==> config.mk <==
export PLATFORM = sky130hd
export DESIGN_NAME = dsle_led_encoder
export DESIGN_NICKNAME = d
export VERILOG_FILES = /design/src/dsle_pkg.sv /design/src/dsle_timebase.sv /design/src/dsle_code_blinker.sv /design/src/dsle_led_encoder.sv
export SDC_FILE = /design/constraint.sdc
export NUM_CORES = 1
export LEC_CHECK = 0
export BUFFER_PORTS_ARGS = -buffer_cell sky130_fd_sc_hd__buf_4
export CAP_MARGIN = 15
export CORE_MARGIN = 10
export CORE_UTILIZATION = 28
export CTS_CLUSTER_SIZE = 20
export DETAILED_ROUTE_END_ITERATION = 6
export PLACE_DENSITY = 0.54
export SLEW_MARGIN = 20
export SYNTH_ARGS = -nofsm -noshare
export SYNTH_HDL_FRONTEND = slang
export SYNTH_HIERARCHICAL = 1
export SYNTH_SLANG_ARGS = --single-unit
==> constraint.sdc <==
create_clock -name i_clk -period 3.7 [get_ports i_clk]
set_clock_uncertainty 0.05 [all_clocks]
set_input_delay 0.185 -clock i_clk [delete_from_list [all_inputs] [get_ports i_clk]]
set_output_delay 0.185 -clock i_clk [all_outputs]
set_load 0.005 [all_outputs]
==> src/dsle_pkg.sv <==
// Constants and types for the drive drive_state_indicator encoder.
// Assumes a 50 MHz system clock; all timing derives from it.
package dsle_pkg;

	localparam int CLK_HZ = 50_000_000;
	// Blink slot length in milliseconds
	localparam int SLOT_MS = 200;
	localparam int SLOT_CYCLES = CLK_HZ / 1000 * SLOT_MS;
	localparam int TB_W = 24;
	localparam int SLOT_W = 4;
	localparam logic [SLOT_W-1:0] SLOT_LAST = 4'h9;
	localparam logic [SLOT_W-1:0] SINGLE_SLOT = 4'h0;
	localparam logic [SLOT_W-1:0] DOUBLE_SLOT = 4'h2;
	localparam int CODE_W = 4;
	localparam logic [CODE_W-1:0] CODE_PAUSE_LAST = 4'h4;
	localparam logic [CODE_W-1:0] CODE_MIN = 4'h1;

	// Network state machine, one-hot on the input port
	localparam logic [3:0] NET_INIT = 4'h1;
	localparam logic [3:0] NET_PREOP = 4'h2;
	localparam logic [3:0] NET_SAFEOP = 4'h4;
	localparam logic [3:0] NET_OP = 4'h8;

	typedef enum logic [4:0] {
		ST_OFF = 5'h01,
		ST_WAIT = 5'h02,
		ST_ON = 5'h04,
		ST_FAULT = 5'h08,
		ST_BOOT = 5'h10
	} dsle_stat_t;

	typedef enum logic [3:0] {
		ER_NONE = 4'h1,
		ER_CFG = 4'h2,
		ER_LOCAL = 4'h4,
		ER_WDOG = 4'h8
	} dsle_err_t;

	typedef enum logic [2:0] {
		CS_ON = 3'h1,
		CS_GAP = 3'h2,
		CS_PAUSE = 3'h4
	} dsle_code_st_t;

	typedef struct packed {
		logic [TB_W-1:0] cnt;
		logic [SLOT_W-1:0] slot;
		logic tick;
		logic flash;
		logic single;
		logic dbl;
	} dsle_tb_t;

	typedef struct packed {
		dsle_code_st_t st;
		logic [CODE_W-1:0] cnt;
		logic on;
	} dsle_code_t;

	typedef struct packed {
		dsle_stat_t st;
		dsle_err_t err;
		logic state_green;
		logic state_red;
		logic stage_off;
		logic supply_green;
		logic run_green;
		logic fault_red;
		logic link_green;
	} dsle_top_t;

endpackage

==> src/dsle_timebase.sv <==
// Shared blink timebase: slot tick plus flash, single and double patterns.
// Assumes synchronous reset; patterns repeat every ten slots.
`timescale 1ns/1ps
module dsle_timebase import dsle_pkg::*; #(
	parameter int TICK_CYCLES = SLOT_CYCLES
) (
	input wire logic i_clk,
	input wire logic i_srst,
	output logic o_tick,
	output logic o_flash,
	output logic o_single,
	output logic o_double
);
	dsle_tb_t tb_reg;
	dsle_tb_t tb_next;

	always_comb begin
		tb_next = tb_reg;
		tb_next.tick = 1'b0;
		if (tb_reg.cnt == TB_W'(TICK_CYCLES - 1)) begin
			tb_next.cnt = '0;
			tb_next.tick = 1'b1;
			if (tb_reg.slot == SLOT_LAST) begin
				tb_next.slot = '0;
			end else begin
				tb_next.slot = tb_reg.slot + SLOT_W'(1);
			end
		end else begin
			tb_next.cnt = tb_reg.cnt + TB_W'(1);
		end
		tb_next.flash = ~tb_next.slot[0];
		tb_next.single = tb_next.slot == SINGLE_SLOT;
		tb_next.dbl = tb_next.single | (tb_next.slot == DOUBLE_SLOT);
	end

	always_ff @(posedge i_clk) begin
		if (i_srst) begin
			// Slot 0 lights every pattern, so reset matches it
			tb_reg <= '{flash: 1'b1, single: 1'b1, dbl: 1'b1, default: '0};
		end else begin
			tb_reg <= tb_next;
		end
	end

	assign o_tick = tb_reg.tick;
	assign o_flash = tb_reg.flash;
	assign o_single = tb_reg.single;
	assign o_double = tb_reg.dbl;
endmodule

==> src/dsle_code_blinker.sv <==
// Error-code blinker: N pulses of one slot each, then a pause.
// Assumes i_tick is a one-cycle pulse per blink slot.
`timescale 1ns/1ps
module dsle_code_blinker import dsle_pkg::*; (
	input wire logic i_clk,
	input wire logic i_srst,
	input wire logic i_tick,
	input wire logic i_enable,
	input wire logic [CODE_W-1:0] i_code,
	output logic o_on
);
	dsle_code_t cb_reg;
	dsle_code_t cb_next;
	logic [CODE_W-1:0] code_eff;

	always_comb begin
		cb_next = cb_reg;
		// Code zero would never blink, so it shows as one pulse
		code_eff = (i_code < CODE_MIN) ? CODE_MIN : i_code;
		if (!i_enable) begin
			cb_next.st = CS_PAUSE;
			cb_next.cnt = '0;
			cb_next.on = 1'b0;
		end else if (i_tick) begin
			case (cb_reg.st)
				CS_ON: begin
					cb_next.on = 1'b0;
					// Last pulse goes straight to the pause, no extra gap
					if (cb_reg.cnt + CODE_W'(1) >= code_eff) begin
						cb_next.st = CS_PAUSE;
						cb_next.cnt = '0;
					end else begin
						cb_next.st = CS_GAP;
					end
				end
				CS_GAP: begin
					cb_next.st = CS_ON;
					cb_next.cnt = cb_reg.cnt + CODE_W'(1);
					cb_next.on = 1'b1;
				end
				CS_PAUSE: begin
					if (cb_reg.cnt == CODE_PAUSE_LAST) begin
						cb_next.st = CS_ON;
						cb_next.cnt = '0;
						cb_next.on = 1'b1;
					end else begin
						cb_next.cnt = cb_reg.cnt + CODE_W'(1);
					end
				end
				default: begin
					cb_next.st = CS_PAUSE;
					cb_next.cnt = '0;
					cb_next.on = 1'b0;
				end
			endcase
		end
	end

	always_ff @(posedge i_clk) begin
		if (i_srst) begin
			cb_reg <= '{st: CS_PAUSE, cnt: '0, on: 1'b0};
		end else begin
			cb_reg <= cb_next;
		end
	end

	assign o_on = cb_reg.on;
endmodule

==> src/dsle_led_encoder.sv <==
// Drive drive_state_indicator encoder: maps drive, supply and network state to LEDs.
// Assumes all inputs are synchronous levels on i_clk.
`timescale 1ns/1ps
module dsle_led_encoder import dsle_pkg::*; #(
	parameter int TICK_CYCLES = SLOT_CYCLES
) (
	input wire logic i_clk,
	input wire logic i_srst,
	input wire logic i_fieldbus_variant,
	input wire logic i_drive_active,
	input wire logic i_op_enabled,
	input wire logic i_fault,
	input wire logic i_boot_fail,
	input wire logic [CODE_W-1:0] i_boot_code,
	input wire logic i_supply_ok,
	input wire logic [3:0] i_net_state,
	input wire logic i_net_connected,
	input wire logic i_cfg_defect,
	input wire logic i_local_err,
	input wire logic i_wdog_timeout,
	input wire logic i_link_up,
	input wire logic i_link_traffic,
	output logic o_drive_state_indicator_green,
	output logic o_drive_state_indicator_red,
	output logic o_stage_off,
	output logic o_supply_ok_indicator,
	output logic o_network_run_indicator,
	output logic o_network_fault_indicator,
	output logic o_link_activity_indicator
);
	dsle_top_t top_reg;
	dsle_top_t top_next;
	logic tb_tick;
	logic tb_flash;
	logic tb_single;
	logic tb_double;
	logic code_on;

	dsle_timebase #(
		.TICK_CYCLES(TICK_CYCLES)
	) u_timebase (
		.i_clk(i_clk),
		.i_srst(i_srst),
		.o_tick(tb_tick),
		.o_flash(tb_flash),
		.o_single(tb_single),
		.o_double(tb_double)
	);

	dsle_code_blinker u_code (
		.i_clk(i_clk),
		.i_srst(i_srst),
		.i_tick(tb_tick),
		.i_enable(i_boot_fail),
		.i_code(i_boot_code),
		.o_on(code_on)
	);

	always_comb begin
		top_next = top_reg;
		// Boot failure outranks a fault: the drive never came up
		if (i_boot_fail) begin
			top_next.st = ST_BOOT;
		end else if (i_fault) begin
			top_next.st = ST_FAULT;
		end else if (i_drive_active && i_op_enabled) begin
			top_next.st = ST_ON;
		end else if (i_drive_active) begin
			top_next.st = ST_WAIT;
		end else begin
			top_next.st = ST_OFF;
		end
		top_next.state_green = 1'b0;
		top_next.state_red = 1'b0;
		case (top_next.st)
			ST_BOOT: top_next.state_red = code_on;
			ST_FAULT: top_next.state_red = tb_flash;
			ST_ON: top_next.state_green = 1'b1;
			ST_WAIT: top_next.state_green = tb_flash;
			default: begin
				top_next.state_green = 1'b0;
				top_next.state_red = 1'b0;
			end
		endcase
		// Held off on fault even if the drive still reports active
		top_next.stage_off = i_fault | i_boot_fail;
		top_next.supply_green = i_supply_ok;

		// Network_run_indicator; serial variant has no such LED, kept dark
		top_next.run_green = 1'b0;
		if (i_fieldbus_variant) begin
			case (i_net_state)
				NET_OP: top_next.run_green = i_net_connected;
				NET_PREOP: top_next.run_green = tb_flash;
				NET_SAFEOP: top_next.run_green = tb_single;
				NET_INIT: top_next.run_green = 1'b0;
				default: top_next.run_green = 1'b0;
			endcase
		end

		if (!i_fieldbus_variant) begin
			top_next.err = ER_NONE;
		end else if (i_wdog_timeout) begin
			top_next.err = ER_WDOG;
		end else if (i_local_err) begin
			top_next.err = ER_LOCAL;
		end else if (i_cfg_defect) begin
			top_next.err = ER_CFG;
		end else begin
			top_next.err = ER_NONE;
		end
		case (top_next.err)
			ER_WDOG: top_next.fault_red = tb_double;
			ER_LOCAL: top_next.fault_red = tb_single;
			ER_CFG: top_next.fault_red = tb_flash;
			ER_NONE: top_next.fault_red = 1'b0;
			default: top_next.fault_red = 1'b0;
		endcase

		if (!i_link_up) begin
			top_next.link_green = 1'b0;
		end else if (i_link_traffic) begin
			top_next.link_green = tb_flash;
		end else begin
			top_next.link_green = 1'b1;
		end
	end

	always_ff @(posedge i_clk) begin
		if (i_srst) begin
			top_reg <= '{st: ST_OFF, err: ER_NONE, default: 1'b0};
		end else begin
			top_reg <= top_next;
		end
	end

	assign o_drive_state_indicator_green = top_reg.state_green;
	assign o_drive_state_indicator_red = top_reg.state_red;
	assign o_stage_off = top_reg.stage_off;
	assign o_supply_ok_indicator = top_reg.supply_green;
	assign o_network_run_indicator = top_reg.run_green;
	assign o_network_fault_indicator = top_reg.fault_red;
	assign o_link_activity_indicator = top_reg.link_green;
endmodule

---- Yosys cells after proc, flatten, opt, wreduce, memory -nomap -nowiden ----
Index checks and enable logic that the tools add are counted.
operators by class
  add/subtract/negate cells ............... 3
  $lt $le $gt $ge ......................... 2
  eq/ne operators ......................... 19
  mux-type cells .......................... 22
  bitwise logic cells ..................... 6
  reduce and logical (&&, ||, !) cells .... 8
operator list
  cell                                                         number
  2-to-1 mux 4 bit                                             7
  adder 24 x 1 -> 24 bit (second input constant)               1
  == test 24 bit (second input constant)                       1
  case mux 8 bit (3 select lines)                              1
  == test 4 x 2 -> 1 bit (second input constant)               3
  == test 4 x 3 -> 1 bit (second input constant)               3
  == test 4 bit (second input constant)                        3
  2-to-1 mux 3 bit                                             4
  2-to-1 mux 5 bit                                             2
  adder 4 x 1 -> 4 bit (second input constant)                 2
  OR reduction 2 bit                                           4
  case mux 1 bit (3 select lines)                              2
  == test 5 x 2 -> 1 bit (second input constant)               1
  == test 5 x 3 -> 1 bit (second input constant)               1
  == test 5 x 4 -> 1 bit (second input constant)               1
  == test 5 bit (second input constant)                        1
  >= comparator 4 bit                                          1
  logical NOT 4 bit                                            1
  less-than comparator 4 x 1 -> 1 bit (second input constant)  1
  2-to-1 mux 2 bit                                             2
  != test 2 x 1 -> 1 bit (second input constant)               2
  inverter 1 bit                                               4
  case mux 1 bit (2 select lines)                              2
  AND reduction 2 bit                                          2
  other kinds (6)                                              8
storage, ports and cells
  flip-flop bits (word level) ............. 47
  input bits .............................. 22
  output and inout bits ................... 7

---- Longest topological paths before layout ----
  word-level depth ........................ 6
  depth in mapped cells ................... 7
  gate-level depth less buffers ........... 7

---- Modules after synthesis ----
Netlist, hierarchy kept.
by module, submodules not included
  module             instances  cells each  area an instance (µm²)  sequential area each (µm²)
  dsle_timebase      1          174         1505.2                  640.6
  dsle_code_blinker  1          64          553.0                   140.1
  dsle_led_encoder   1          27          274.0                   140.1

---- Worst setup path after synthesis ----
OpenSTA, ideal clock, no wires.
  path kind ............................... flip-flop to flip-flop
  start point ............................. register u_timebase/tb_reg[8] (netlist bit)
  end point ............................... register u_timebase.tb_reg (netlist bit u_timebase/o_flash)
  arrival time ............................ 1.972 ns
  required time ........................... 3.536 ns
  setup slack ............................. 1.564 ns
  stages on the path, launching flop included .. 7
  path buffers ............................ 0
  path through ............................ dfxtp_1 -> ha_1 -> and4_1 -> nand3_1 -> or4_4 -> or3_1 -> a21o_1
on the way
  cells in the longest elaborated chain, start to end .. 3
RTL lines
  element                   line                 RTL
  start: declaration        dsle_timebase.sv:14  dsle_tb_t tb_reg;
  start signal: assignment  dsle_timebase.sv:41  tb_reg <= tb_next;
  == test 24 bit            dsle_timebase.sv:20  if (tb_reg.cnt == TB_W'(TICK_CYCLES - 1)) begin
  2-to-1 mux 5 bit          dsle_timebase.sv:20
  inverter 1 bit            dsle_timebase.sv:31  tb_next.flash = ~tb_next.slot[0];
Every way passes these cells.
A chain may end at the register's enable or synchronous reset.

---- Worst setup path in the final report ----
  start point ............................. register u_timebase/tb_reg[8] (netlist bit)
  end point ............................... register u_timebase/tb_reg[31] (netlist bit)
on the way
  cells in the longest elaborated chain, start to end .. 2
  elaborated cells on any way between the ends .. 3
  classes of those cells .................. 1 x add/sub; 1 x eq/ne; 1 x reduce/logical
RTL lines
  element
  branches (longest 2 deep; another with adder 24 x 1 -> 24 bit)
Parallel ways; which one is timed is not known.

==> metrics.yaml <==
clock_network:
  cts.repair.resized: 0
  insertion_delay_ps: 290
  clk_pin_slew_ps: 90
  root_buffer: "clkbuf_8"
  clock-sinks: 46
  clock_path_buffers: 2
  cts_buffers: 5
  htree_levels: 2
  cts_tree: "done"
power:
  p_int_w: 0.000681
  seq_power_share: 0.575
  p_sw_frac: 0.224
  p_clk_frac: 0.365
  comb_power_share: 0.060
  powerDensity_nw_per_um2: 317
  p_leak_nw: 1.03
  p_sw_w: 0.000197
  vdd_drop_max_v: 0.000154
die:
  floorplan.initialDensity: 0.285
  io_pins: 29
  die_y_um: 111
  core-area_um2: 8180
  die_w_um: 111
  row_count: 33
  dieArea_um2: 12400
yosys:
  netlist_instances: 265
  syn_area_um2: 2330
  synthFlopType: "dfxtp_1"
  synth_edf_count: 0
  synth_area_leaders: "dfxtp_1, nor2_1, xnor2_1, ha_1, xor2_1"
  ys_ff_latch: 46
  async_flop_share: 0
  yosys.area.top_type: "dfxtp_1"
  yosys.cell_types.count: 55
  syn_nets: 296
  synth.top_cell.area_share: 0.395
  ys_warn_count: 6
  syn_avg_cell_area_um2: 8.80
  synth_seq_area_share: 0.395
sta:
  min_period_ps: 2440
  fmax_mhz: 409
  worstMarginPinSlew_ps: 738
  final_hold_viol_count: 0
  rsz0062_at_grt: "false"
  setup-tns-final_ps: 0
  slew_headroom: 0.507
  min_period_over_period: 0.660
  drv_slew: 0
  setup_viol_count_final: 0
detailed_routing:
  wl_per_cell_um: 12.3
  vias: 1934
  vias_per_cell: 4.79
  drt_iter0_markers: 78
  drc: 0
  drt-pass1-iter-count: 4
  ant_nets: 0
  drt_wl_total_mm: 4.99
setup_path:
  required_ps: 3810
  critPathLaunchType: "flop"
  worstPathArrival_ps: 2560
  critical_path_class: "reg -> reg"
  cp_max_fo: 22
  worstSetupEndpointType: "flop"
  reg2reg_depth: 6
cells_and_area:
  largest_reg_flops: 28
  nets: 329
  syn_to_final_growth_pct: 18.8
  drive_above_1_share: 0.174
  final_cell_area_um2: 2770
  num_antenna_cells: 0
place:
  placed_cell_area_um2: 2660
  portBuffers: 28
  gp_congestion: 0.783
  dpl.hpwl_mm: 3.70
flow_run:
  maxCapViolations: 0
global_route:
  grt_max_degree: 23
  grt_pass1_vias: 1793
  grt_usage: 0.0780
  grt_overflow: 0
  antenna_found_initial: 0
  grt_pass1_wl_mm: 8.33
hold_path:
  hold_path_class: "in -> reg"
  hold_depth: 2
status:
  status: "finished, final reports clean"
==> metrics by stage <==
step / instances / utilization / power [W] / hold WS (ps) / setup WS, ps
finish: 404 / 0.339 / 0.000877 / 35.3 / 1260
global route: 404 / 0.339 / 0.000922 / 23.9 / 978
floorplan: 265 / - / 0.000538 / 204 / 1560
detailed placement: 394 / 0.325 / 0.000568 / 302 / 1260
CTS: 403 / 0.338 / 0.000896 / 5.10 / 1250
global placement: 394 / 0.325 / 0.000567 / 302 / 1310
==> critical path: stages, from the launching register on <==
cell,delay [ps]
dfxtp_1,380
ha_1,240
and4_1,250
nand3_1,130
or4_4,570
nand2_1,580
nor2_1,110
==> timing repair <==
action	in CTS	in global routing
hold buffers	1	1
hold endpoints to repair	1	1
setup buffers	0	0
==> metal layers <==
layer,up-vias,global-route usage,share of wire
li1,1007,-,-
met1,886,0.107,0.52
met2,36,0.111,0.43
met3,5,0.0244,0.042
met4,0,0.0283,0.010
met5,-,0,0
==> cells in the mapped netlist, types with 3 or more instances <==
master    n
dfxtp_1  46
a21oi_1   7
xor2_1   12
nand2_1  14
nor3_1   10
nor2b_1   4
ha_1      9
o21ai_0   3
nand3_1  15
and3_1    4
nor2_1   38
xnor2_1  13
nor4_1    5
nand4_1  10
inv_1    15
o21ai_1   5
nor4b_1   3
==> cells by family after synthesis <==
logic type | share of synthesized area
AO/OA/AOI/OAI | 0.116
buffers and inverters | 0.0316
flip-flops | 0.395
multiplexers | 0.0134
XOR/XNOR | 0.0939
adder cells (fa/ha/maj) | 0.0483
AND/OR/NAND/NOR | 0.302
==> cells in the final DEF (no fill, tap or decap), types with 6 or more instances in the layout <==
cell type  Yosys  routed
dfxtp_1       46      46
nor2_1        38      38
buf_4          0      28
inv_1         15      15
nand3_1       15      15
nand2_1       14      14
xnor2_1       13      13
xor2_1        12      12
nor3_1        10      10
nand4_1       10      10
ha_1           9       9
a21oi_1        7       7
clkbuf_8       0       6
==> cell type report <==
cell class | instances | area [um2]
inverters | 15 | 56.3
clock buffers | 6 | 82.6
multi-input cells | 200 | 1340
repair buffers | 30 | 230
flip-flops and latches | 46 | 921
clock inverters | 2 | 12.5
fillers | 857 | 5400
well taps | 105 | 131
==> final timing paths <==
path,start,end,slack (ps)
worst max-delay path,u_timebase/tb_reg[8],u_timebase/tb_reg[31],1260
worst min-delay path,i_wdog_timeout,o_network_fault_indicator,40
worst max register to register,u_timebase/tb_reg[8],u_timebase/tb_reg[31],1260
worst min register to register,u_timebase/o_double,o_network_fault_indicator,410
==> power by group through the flow <==
stage	logic [W]	registers [W]	clock network (W)
finish	0.0000528	0.000505	0.000320
global route	0.0000580	0.000506	0.000358
global placement	0.0000511	0.000516	0
CTS	0.0000522	0.000505	0.000339
detailed placement	0.0000513	0.000516	0
floorplan	0.0000212	0.000516	0
Power figures use the tool's default switching activity.
